**src/core/health_defs.svh**
```systemverilog
// Offsets, field positions, reset values and timing counts for the health word block
`ifndef HEALTH_DEFS_SVH
`define HEALTH_DEFS_SVH
`define CLK_HZ 25000000
`define INIT_TIME_S 60
`define INIT_CYCLES (`INIT_TIME_S * `CLK_HZ)
`define UPDATE_RATE_HZ 200
`define UPDATE_CYCLES (`CLK_HZ / `UPDATE_RATE_HZ)
// Register byte offsets
`define OFS_CTRL 8'h00
`define OFS_HEALTH 8'h04
`define OFS_FAULT_IN 8'h08
`define OFS_RATE_X 8'h0c
`define OFS_RATE_Y 8'h10
`define OFS_RATE_Z 8'h14
`define OFS_LIMITS 8'h18
`define OFS_STATE 8'h1c
`define OFS_CMD 8'h20
// Health word fields
`define BIT_FATAL 0
`define BIT_HW_FAULT 1
`define BIT_LINK_FAULT 2
`define BIT_SW_FAULT 3
`define BIT_SUMMARY 8
`define BIT_HW_ALERT 9
`define BIT_LINK_ALERT 10
`define BIT_SW_ALERT 11
`define BIT_SENSOR_ALERT 12
// Control register fields
`define CTRL_EN_HW 0
`define CTRL_EN_LINK 1
`define CTRL_EN_SW 2
`define CTRL_EN_SENSOR 3
`define CTRL_RATE_LSB 4
`define CTRL_RESET 8'h08
// Command register bits
`define CMD_RESTART 0
`define CMD_FETCH 1
`endif

```
**src/core/health_pkg.sv**
```systemverilog
// Types shared by the health word block
package health_pkg;
    typedef enum logic [2:0] {
        RATE_100, RATE_50, RATE_25, RATE_20, RATE_10, RATE_5, RATE_2, RATE_QUIET
    } pkt_rate_type;
    typedef enum logic [1:0] {
        ALG_RESET, ALG_INIT, ALG_RUN
    } alg_state_type;
endpackage

```
**src/core/health_word.sv**
```systemverilog
// Built-in test health word, alert summary and attitude phase control
`timescale 1ns/10ps
`include "health_defs.svh"
module health_word #(
    parameter int unsigned INIT_CYCLES = `INIT_CYCLES,
    parameter int unsigned UPDATE_CYCLES = `UPDATE_CYCLES
) (
    input wire logic hclk,
    input wire logic hresetn,
    input wire logic hsel,
    input wire logic [7:0] haddr,
    input wire logic [1:0] htrans,
    input wire logic hwrite,
    input wire logic [2:0] hsize,
    input wire logic [31:0] hwdata,
    input wire logic hready,
    output logic [31:0] hrdata,
    output logic hreadyout,
    output logic hresp,
    input wire logic fatal_in,
    input wire logic hw_fault_in,
    input wire logic link_fault_in,
    input wire logic sw_fault_in,
    output logic [15:0] packet_health,
    output logic packet_send,
    output logic diag_send,
    output logic orient_update,
    output logic turn_detect,
    output logic low_gain,
    output health_pkg::alg_state_type alg_state
);
    import health_pkg::*;

    // ------------------------------------------------------------
    // Bus slave
    // ------------------------------------------------------------
    logic wr_pend_r;
    logic [7:0] wr_addr_r;
    logic [7:0] ctrl_r;
    logic [3:0] fault_r;
    logic [15:0] rate_r [3];
    logic [15:0] rate_limit_r;
    logic [15:0] turn_thresh_r;
    logic [31:0] hrdata_r;
    logic [1:0] cmd_pulse_r;
    logic [3:0] pin_sync_r;
    logic [3:0] pin_m1_r;
    wire take = hsel && hready && htrans[1];
    wire wr_take = take && hwrite;
    wire rd_take = take && !hwrite;
    wire wr_ctrl = wr_pend_r && wr_addr_r == `OFS_CTRL;
    wire wr_fault = wr_pend_r && wr_addr_r == `OFS_FAULT_IN;
    wire wr_limits = wr_pend_r && wr_addr_r == `OFS_LIMITS;
    wire wr_cmd = wr_pend_r && wr_addr_r == `OFS_CMD;

    assign hreadyout = 1'b1;
    assign hresp = 1'b0;
    assign hrdata = hrdata_r;

    // External fault pins are asynchronous: two stages first
    always_ff @(posedge hclk or negedge hresetn) begin
        if (!hresetn) begin
            pin_m1_r <= 4'h0;
            pin_sync_r <= 4'h0;
        end else begin
            pin_m1_r <= {sw_fault_in, link_fault_in, hw_fault_in, fatal_in};
            pin_sync_r <= pin_m1_r;
        end
    end

    always_ff @(posedge hclk or negedge hresetn) begin
        if (!hresetn) begin
            wr_pend_r <= 1'b0;
            wr_addr_r <= 8'h00;
        end else begin
            wr_pend_r <= wr_take;
            wr_addr_r <= haddr;
        end
    end

    // Rate sensor words for the three axes
    genvar gi;
    generate
        for (gi = 0; gi < 3; gi++) begin : g_rate
            always_ff @(posedge hclk or negedge hresetn) begin
                if (!hresetn) begin
                    rate_r[gi] <= 16'h0000;
                end else if (wr_pend_r && wr_addr_r == 8'(`OFS_RATE_X + 4 * gi)) begin
                    rate_r[gi] <= hwdata[15:0];
                end
            end
        end
    endgenerate

    always_ff @(posedge hclk or negedge hresetn) begin
        if (!hresetn) begin
            ctrl_r <= `CTRL_RESET;
            fault_r <= 4'h0;
            rate_limit_r <= 16'hffff;
            turn_thresh_r <= 16'hffff;
            cmd_pulse_r <= 2'h0;
        end else begin
            if (wr_ctrl) begin
                ctrl_r <= hwdata[7:0];
            end
            if (wr_fault) begin
                fault_r <= hwdata[3:0];
            end
            if (wr_limits) begin
                rate_limit_r <= hwdata[15:0];
                turn_thresh_r <= hwdata[31:16];
            end
            cmd_pulse_r <= wr_cmd ? hwdata[1:0] : 2'h0;
        end
    end

    // ------------------------------------------------------------
    // Over-range on rate sensors only
    // ------------------------------------------------------------
    function automatic logic [15:0] mag(input logic [15:0] v);
        mag = v[15] ? 16'(-v) : v;
    endfunction
    // Accelerometer data never enters here: vibration would trip it falsely
    logic [2:0] axis_over;
    generate
        for (gi = 0; gi < 3; gi++) begin : g_over
            assign axis_over[gi] = mag(rate_r[gi]) > rate_limit_r;
        end
    endgenerate
    wire over_range = |axis_over;

    // ------------------------------------------------------------
    // Update tick and algorithm phase
    // ------------------------------------------------------------
    logic [31:0] upd_cnt_r;
    logic [31:0] init_cnt_r;
    alg_state_type alg_r;
    wire tick = upd_cnt_r == 32'(UPDATE_CYCLES - 1);
    wire restart = cmd_pulse_r[`CMD_RESTART];

    always_ff @(posedge hclk or negedge hresetn) begin
        if (!hresetn) begin
            upd_cnt_r <= 32'h0;
        end else begin
            upd_cnt_r <= tick ? 32'h0 : upd_cnt_r + 32'h1;
        end
    end

    always_ff @(posedge hclk or negedge hresetn) begin
        if (!hresetn) begin
            alg_r <= ALG_RESET;
            init_cnt_r <= 32'h0;
        end else if (restart) begin
            alg_r <= ALG_RESET;
            init_cnt_r <= 32'h0;
        end else begin
            case (alg_r)
                ALG_RESET: begin
                    alg_r <= ALG_INIT;
                    init_cnt_r <= 32'h0;
                end
                ALG_INIT: begin
                    if (init_cnt_r >= INIT_CYCLES - 1) begin
                        alg_r <= ALG_RUN;
                    end
                    init_cnt_r <= init_cnt_r + 32'h1;
                end
                default: begin
                    alg_r <= ALG_RUN;
                end
            endcase
        end
    end

    // ------------------------------------------------------------
    // Turn detection
    // ------------------------------------------------------------
    logic [15:0] yaw_mag;
    logic yaw_over;
    yaw_filter u_yaw (
        .hclk(hclk),
        .hresetn(hresetn),
        .clear(restart),
        .tick(tick),
        .yaw_rate(rate_r[2]),
        .threshold(turn_thresh_r),
        .filtered_mag(yaw_mag),
        .over(yaw_over)
    );

    // ------------------------------------------------------------
    // Health word
    // ------------------------------------------------------------
    wire [3:0] errs = fault_r | pin_sync_r;
    // Software alert covers initialisation and turn coasting
    wire sw_cond = alg_r != ALG_RUN || yaw_over;
    wire [3:0] cats = {over_range, sw_cond, errs[2], errs[1]};
    wire [3:0] en = ctrl_r[3:0];
    wire [3:0] alerts = cats & {en[`CTRL_EN_SENSOR], en[`CTRL_EN_SW], en[`CTRL_EN_LINK],
        en[`CTRL_EN_HW]};
    wire [15:0] health_nxt = {3'h0, alerts, |alerts, 4'h0,
        errs[3], errs[2], errs[1], errs[0]};

    // ------------------------------------------------------------
    // Packet pacing
    // ------------------------------------------------------------
    logic [6:0] pace_r;
    logic [6:0] div;
    pkt_rate_type rate_sel;
    assign rate_sel = pkt_rate_type'(ctrl_r[`CTRL_RATE_LSB +: 3]);
    always_comb begin
        case (rate_sel)
            RATE_100: div = 7'd2;
            RATE_50: div = 7'd4;
            RATE_25: div = 7'd8;
            RATE_20: div = 7'd10;
            RATE_10: div = 7'd20;
            RATE_5: div = 7'd40;
            RATE_2: div = 7'd100;
            default: div = 7'd0;
        endcase
    end
    wire pace_hit = tick && div != 7'd0 && pace_r + 7'd1 >= div;
    wire fetch = cmd_pulse_r[`CMD_FETCH];

    always_ff @(posedge hclk or negedge hresetn) begin
        if (!hresetn) begin
            pace_r <= 7'h00;
        end else if (tick) begin
            pace_r <= pace_hit ? 7'h00 : pace_r + 7'h01;
        end
    end

    always_ff @(posedge hclk or negedge hresetn) begin
        if (!hresetn) begin
            packet_health <= 16'h0000;
            packet_send <= 1'b0;
            diag_send <= 1'b0;
            orient_update <= 1'b0;
            turn_detect <= 1'b0;
            low_gain <= 1'b0;
            alg_state <= ALG_RESET;
        end else begin
            packet_send <= pace_hit || fetch;
            diag_send <= fetch;
            packet_health <= health_nxt;
            orient_update <= tick;
            turn_detect <= yaw_over;
            low_gain <= yaw_over;
            alg_state <= alg_r;
        end
    end

    // ------------------------------------------------------------
    // Read data: chosen in the address phase, held through the data phase
    // ------------------------------------------------------------
    logic [31:0] rd_word;
    always_comb begin
        if (haddr == `OFS_CTRL) begin
            rd_word = {24'h0, ctrl_r};
        end else if (haddr == `OFS_HEALTH) begin
            rd_word = {16'h0, health_nxt};
        end else if (haddr == `OFS_FAULT_IN) begin
            rd_word = {28'h0, fault_r};
        end else if (haddr == `OFS_RATE_X) begin
            rd_word = {16'h0, rate_r[0]};
        end else if (haddr == `OFS_RATE_Y) begin
            rd_word = {16'h0, rate_r[1]};
        end else if (haddr == `OFS_RATE_Z) begin
            rd_word = {16'h0, rate_r[2]};
        end else if (haddr == `OFS_LIMITS) begin
            rd_word = {turn_thresh_r, rate_limit_r};
        end else if (haddr == `OFS_STATE) begin
            rd_word = {yaw_mag, 13'h0, yaw_over, alg_r};
        end else begin
            rd_word = 32'h0;
        end
    end

    always_ff @(posedge hclk or negedge hresetn) begin
        if (!hresetn) begin
            hrdata_r <= 32'h0;
        end else if (rd_take) begin
            hrdata_r <= rd_word;
        end
    end
endmodule // health_word

```
**src/core/yaw_filter.sv**
```systemverilog
// First-order low-pass filter on the yaw rate with threshold compare
`timescale 1ns/10ps
module yaw_filter (
    input wire logic hclk,
    input wire logic hresetn,
    input wire logic clear,
    input wire logic tick,
    input wire logic signed [15:0] yaw_rate,
    input wire logic [15:0] threshold,
    output logic [15:0] filtered_mag,
    output logic over
);
    logic signed [19:0] acc_r;
    logic signed [19:0] acc_nxt;
    logic signed [15:0] avg;
    assign avg = acc_r[19:4];
    // Filter state is avg*16; each tick moves 1/16 toward the input
    assign acc_nxt = acc_r - 20'(avg) + 20'(yaw_rate);
    assign filtered_mag = avg[15] ? 16'(-avg) : 16'(avg);
    assign over = filtered_mag > threshold;
    always_ff @(posedge hclk or negedge hresetn) begin
        if (!hresetn) begin
            acc_r <= 20'h00000;
        end else if (clear) begin
            acc_r <= 20'h00000;
        end else if (tick) begin
            acc_r <= acc_nxt;
        end
    end
endmodule // yaw_filter

```
**config.mk**
```make
export PLATFORM = sky130hd
export DESIGN_NAME = health_word
export DESIGN_NICKNAME = d
export VERILOG_FILES = /design/src/core/health_pkg.sv /design/src/core/health_word.sv /design/src/core/yaw_filter.sv
export VERILOG_INCLUDE_DIRS = /design/src /design/src/core
export SDC_FILE = /design/constraint.sdc
export NUM_CORES = 1
export LEC_CHECK = 0
export ABC_AREA = 1
export BUFFER_PORTS_ARGS = -buffer_cell sky130_fd_sc_hd__buf_4
export CORE_ASPECT_RATIO = 0.5
export CORE_MARGIN = 4
export CORE_UTILIZATION = 55
export DETAILED_ROUTE_END_ITERATION = 16
export PLACE_DENSITY = 0.74
export SYNTH_ARGS = -nofsm -noshare
export SYNTH_HDL_FRONTEND = slang
export SYNTH_SLANG_ARGS = --single-unit
export TNS_END_PERCENT = 5
```
**constraint.sdc**
```tcl
create_clock -name hclk -period 4.05 [get_ports hclk]
set_input_delay 0.2025 -clock hclk [delete_from_list [all_inputs] [get_ports hclk]]
set_output_delay 0.2025 -clock hclk [all_outputs]
set_load 0.02 [all_outputs]
```
==> impl_metrics.tcl, run 1 <==
set metrics [dict create \
    status "complete, no violations" \
    fillers 2524 \
    ant_nets 0 \
    relSlewSlack_pct 20.7 \
    critical_path.endpoint_type "flop" \
    syn_inst 2056 \
    antenna_found_initial 2 \
    min_period_ps 3450 \
    drtPass1Iterations 6 \
    clock_sinks 251 \
    drtIter0Drc 1294 \
    ys_ff_latch 251 \
    tightest_slew_ps 1190 \
    seq_area_frac_synth_pct 39.1 \
    syn_area_per_cell_sq_um 7.87 \
    ir_drop_uv 302 \
    num_vias 14200 \
    drv_cap 0 \
    p_clk_share_pct 43.6 \
    final.period_utilization_pct 85.2 \
    cp_max_fo 4 \
    wl_um 43300 \
    synth_ff_type "dfrtp_1" \
    p_leak_nw 9.72 \
    port_buffers 97 \
    p_switching_mw 1.39 \
    yosysMostFrequentCell "nand2_1" \
    tritoncts "built" \
    synth-async-reset-ratio_pct 100 \
    skew_ps 17.2 \
    grt-ovfl-total 0 \
    chipHeight_um 129 \
    cts_resized 0 \
    synth_edf_count 0 \
    remaining_drc_errors 0 \
    grt_max_degree 119 \
    diodes 0 \
    synth_warnings 0 \
    p_per_area_nw_per_um2 304 \
    register_area_sq_um 6320 \
    num_io_pins 111 \
    cp.arrival_ps 3900 \
    die_area_sq_um 32400 \
    syn_area_sq_um 16200 \
    crit_required_ps 4500 \
    grtUsageTotal_pct 26.7 \
    synth_top_cell_by_area "dfrtp_1" \
    post_route_cells_drive_above_1_share_pct 11.2 \
    multi_input_area_sq_um 8500 \
    reg2reg_depth 22 \
    wire_per_inst_um 16.7 \
    gp_congestion 0.972 \
    setup_ws_ps 601 \
    power.internal_mw 4.22 \
    drv_slew 0 \
    dp_slack_ps 648 \
    p_seq_share_pct 47.0 \
    grt_pass1_vias 13700 \
    comb_power_share_pct 9.4 \
    ys_top_cells_by_area "dfrtp_1 34%, nand2_1 11%, ha_1 7.6%" \
    grt_pass1_wl_um 70600 \
    clk-insertion-delay-late_ps 560 \
    htreeDepth 1 \
    synth.distinct_cells 59 \
    start_util_pct 55.9 \
    min-delay-path-class "primary input to flop" \
    hold_violations 0 \
    layout-area-overhead-vs-synth_pct 14.1 \
    path_clk_slew_ps 70 \
    hpwl_um 32400 \
    rows 44 \
    setup_viol 0 \
    start_kind "flop" \
    holdWs_ps 5.44 \
    die_w_um 251 \
    swShare_pct 24.7 \
    netlist_top_cells_count "471 x nand2_1, 283 x inv_1, 218 x dfrtp_1" \
    power.total_mw 5.61 \
    clk_path_buf_depth 3 \
    numCtsBuffers 24 \
    nets 2351 \
    fin_setup_tns_ps 0 \
    rsz0062_at_grt "false" \
    max_freq_ghz 0.290 \
    routed_via_density 5.49 \
    holdPathStages 3 \
    root_buffer "clkbuf_16" \
    worstSetupPathType "flop to flop" \
    synth_top_area_share_pct 33.7 \
    core-area_sq_um 29000 \
]
[layout make-up]
type	instances	share of cell area, %
clock buffers	35	3.76
clock inverters	9	0.800
inverters	292	5.94
multi-input cells	1465	46.0
flip-flops and latches	251	34.3
well taps	391	2.65
repair buffers	146	6.55
[registers in the layout (all words and copies together), names as in the netlist, 2 cells and up]
name,cells
rate_limit_r,16
pin_m1_r,4
pin_sync_r,4
packet_health,9
u_yaw.acc_r,20
alg_state,2
wr_addr_r,8
hrdata,32
rate_r,48
alg_r,2
init_cnt_r,32
upd_cnt_r,32
turn_thresh_r,16
cmd_pulse_r,2
fault_r,4
ctrl_r,8
pace_r,7
[worst max-delay path, cell delays in order, from the launching register on]
cell and delay (ps):
dfrtp_1 400, inv_1 170, ha_1 180, inv_1 50, nor3_1 170, nand3_1 120
nor3_1 230, nand3_1 100, nand2_1 130, o21ai_0 120, xor2_1 160, ha_1 280
nand2_1 70, nor4_1 440, nand3_1 120, nand2_1 90, nand3_1 100, nand2_1 120
nand2_1 70, nand2_1 60, nand2_1 50, nand2_1 60, nand2_1 40
[per-layer routing]
layer | share of wire (%) | vias to the layer above | track usage [%]
li1 | - | 7002 | -
met1 | 44 | 6706 | 35.8
met2 | 47 | 412 | 45.8
met3 | 5.8 | 86 | 4.17
met4 | 2.6 | 6 | 7.30
met5 | 0.18 | - | 1.29
[per-stage QoR]
step	cell area, sq um	util [%]	std cells
floorplan	16200	-	2063
global placement	17200	59.5	2508
detailed placement	17200	59.5	2508
CTS	18500	63.7	2589
global route	18500	63.7	2589
finish	18500	63.7	2589
[cell usage in the layout (no fill, tap or decap), types with 5 or more instances in the layout]
cell type and count:
a21o_1 8, a21oi_1 100, a22oi_1 6, a31oi_1 8, buf_4 107, clkbuf_1 7, clkbuf_16 25, conb_1 9
dfrtp_1 218, dfstp_2 33, dlygate4sd3_1 37, fa_1 19, ha_1 98, inv_1 283, inv_2 7, mux2_2 16
nand2_1 471, nand3_1 77, nand3b_1 5, nand4_1 37, nor2_1 150, nor2_2 7, nor3_1 64, nor3_2 9
nor4_1 26, o21ai_0 171, o21ai_1 8, o221ai_1 9, o22ai_1 22, o22ai_2 7, o31ai_1 5, xnor2_1 19
xor2_1 70
[power by group through the flow]
stage	registers (mW)	logic [mW]	clock network, mW
2_1_floorplan	2.69	0.250	0
3_3_place_gp	2.68	0.491	0
3_5_place_dp	2.68	0.497	0
4_1_cts	2.64	0.528	2.48
5_1_grt	2.64	0.591	2.60
6_report	2.64	0.527	2.44
[repair_timing]
item                      in CTS  in global routing
hold endpoints to repair     157                  0
hold buffers                  37                  0
buffers inserted               0                  0
[kinds of logic (layout without fill, tap and decap cells)]
kind of cell / after synthesis / count (layout) / share of synthesized area, %
xor gates and xnor gates: 89 / 89 / 4.82
DFF: 251 / 251 / 39.1
muxes: 16 / 16 / 1.11
buffers and inverters: 347 / 482 / 8.53
and+or+nand+nor: 868 / 868 / 23.6
adders and majority gates: 117 / 117 / 9.93
AOI/OAI and AO/OA: 366 / 366 / 12.9
other: 2 / 9 / 0.0464
[final timing paths]
| kind | start | to | slack (ps) |
|---|---|---|---|
| max | rate_r[1] | hrdata[8] | 600 |
| min | hwdata[12] | rate_limit_r[12] | 5 |
| max reg2reg | rate_r[1] | hrdata[8] | 600 |
| min reg2reg | pin_m1_r[1] | pin_sync_r[1] | 350 |
| max in group asynchronous | hresetn | upd_cnt_r[3] | 2740 |
| min in group asynchronous | hresetn | u_yaw.acc_r[17] | 260 |
Power figures use the tool's default switching activity.
==> inputs of run 2 (changes only) <==
Settings changed: ABC_CLOCK_PERIOD_IN_PS set to 4050, BUFFER_PORTS_ARGS -buffer_cell sky130_fd_sc_hd__buf_4 to unset, DONT_BUFFER_PORTS set to 1, HOLD_SLACK_MARGIN set to 0.02, PLACE_DENSITY 0.74 to 0.7.
==> run 2 against run 1 <==
Effect of this change:
- the run now ends with negative hold slack left
- non-clock buffer count shrank 88
- global-route usage increased by 0.057 points
- sequential power is essentially flat
- maximum frequency down 2.4%
- combinational power down 30%
- critical path type unchanged
- highest routed layer is now met4
==> impl_metrics.tcl, run 2 (synthesis gave the netlist of run 1 again) <==
set metrics [dict create \
    crit_family "simple AND/OR/NAND/NOR gates" \
    port_buffers 0 \
    ir_drop_uv 222 \
    chipHeight_um 129 \
    rsz0062_at_grt "false" \
    diodes 0 \
    die_area_sq_um 32400 \
    path_clk_slew_ps 70 \
    start_kind "flop" \
    final.period_utilization_pct 87.3 \
    p_per_area_nw_per_um2 302 \
    largest_reg_flops 48 \
    clk_path_buf_depth 3 \
    crit_required_ps 4480 \
    cp_slowest_stage_delay_ps 460 \
    ctsHoldBuffers 45 \
    die_w_um 251 \
    min-delay-path-class "primary input to asynchronous set/reset pin" \
    layout_common_cells "470 x nand2_1, 283 x inv_1, 218 x dfrtp_1, 171 x o21ai_0, 150 x nor2_1" \
    clk-insertion-delay-late_ps 560 \
    wl_um 43300 \
    drtIter0Drc 1324 \
    max_freq_ghz 0.283 \
    hpwl_um 32100 \
    min_period_ps 3530 \
    post_route_cells_drive_above_1_share_pct 7.30 \
    drv_slew 0 \
    remaining_drc_errors 0 \
    drtPass1Iterations 7 \
    numCtsBuffers 24 \
    grt_max_degree 252 \
    violations "negative hold slack" \
    num_vias 13900 \
    drv_cap 0 \
    htreeDepth 1 \
    status "complete, but fails checks" \
    routed_via_density 5.56 \
    num_io_pins 111 \
    cp_max_fo 5 \
    nets 2263 \
    final_common_cell "nand2_1" \
    path_cells "inv_1, ha_1, inv_1, nor3_1, nand3_1, nor3_1, nand3_1, nand2_1, o21ai_0, xor2_1, ha_1, nand2_1, nor4_1, nand3_1, nand2_1, nand3_1, nand2_1, nand2_1, nand2_1, nand2_1, nand2_1, nand2_1" \
    crit_buf_inv 2 \
    cts_resized 0 \
    grt_pass1_vias 13200 \
    fin_setup_tns_ps 0 \
    rows 44 \
    relSlewSlack_pct 30.3 \
    antenna_found_initial 0 \
    holdWs_ps -633 \
    start_util_pct 55.9 \
    root_buffer "clkbuf_16" \
    tritoncts "built" \
    ant_nets 0 \
    clock_sinks 251 \
    wire_per_inst_um 17.3 \
    rrSetupSlack_ps 520 \
    utilization_pct 61.3 \
    gp_congestion 0.944 \
    top_register "rate_r" \
    cp_slowest_cell "dfrtp_1" \
    grtUsageTotal_pct 26.7 \
    skew_ps 36.0 \
    worstSetupPathType "flop to flop" \
    grt_pass1_wl_um 69800 \
    setup_viol 0 \
    core-area_sq_um 29000 \
    tightest_slew_ps 1040 \
    cp.arrival_ps 3960 \
    crit_path_frequent_cell "nand2_1" \
    p_leak_nw 9.25 \
    grt-ovfl-total 0 \
    layout-area-overhead-vs-synth_pct 9.79 \
    critical_path.endpoint_type "flop" \
    hold_violations 251 \
]
## run 2: final timing paths
check / end / depth (start not counted) / start
min in group hclk: fault_r[1] / 2 / hwdata[1]
max in group asynchronous: u_yaw.acc_r[5] / 0 / hresetn
max: hrdata[8] / 22 / rate_r[0]
max reg2reg: hrdata[8] / 22 / rate_r[0]
min reg2reg: pin_sync_r[2] / 0 / pin_m1_r[2]
min: u_yaw.acc_r[17] / 0 / hresetn
## run 2: area by class of cell
type	count	area, sq um
Fill cell	2594	11200
Tap cell	391	489
Clock inverter	13	144
Timing Repair Buffer	58	548
Clock buffer	31	657
Inverter	292	1100
Sequential cell	251	6320
Multi-Input combinational cell	1465	8500
## run 2: report_power, final
group	switching [mW]	internal [mW]
Clock	1.03	1.29
Sequential	0.0912	2.58
Combinational	0.232	0.136
## run 2: per-stage QoR
| stage | instance area [sq um] | setup WS [ps] | cells | hold WS (ps) | total power, mW |
|---|---|---|---|---|---|
| CTS | 17800 | 578 | 2501 | -671 | 5.40 |
| floorplan | 16200 | 1140 | 2063 | -93.1 | 2.95 |
| detailed placement | 16500 | 596 | 2412 | -81.7 | 3.05 |
| global placement | 16500 | 630 | 2412 | -81.7 | 3.04 |
| finish | 17800 | 516 | 2501 | -633 | 5.37 |
| global route | 17800 | 177 | 2501 | -659 | 5.58 |
## run 2: routing by layer
metal	part of all wire (%)	vias to the layer above	routed length (um)	global-route usage (%)
met5	0	-	0	0
met4	3.1	0	1320	7.72
met3	7.5	89	3230	6.26
met2	46	426	19700	44.2
met1	44	6555	19000	35.9
li1	-	6831	-	-
## run 2: what timing repair did
| item | 4_1_cts | 5_1_grt |
|---|---|---|
| endpoints found under the hold margin | 346 | 251 |
| endpoints found under the setup margin | 0 | 0 |
| setup buffers | 0 | 0 |
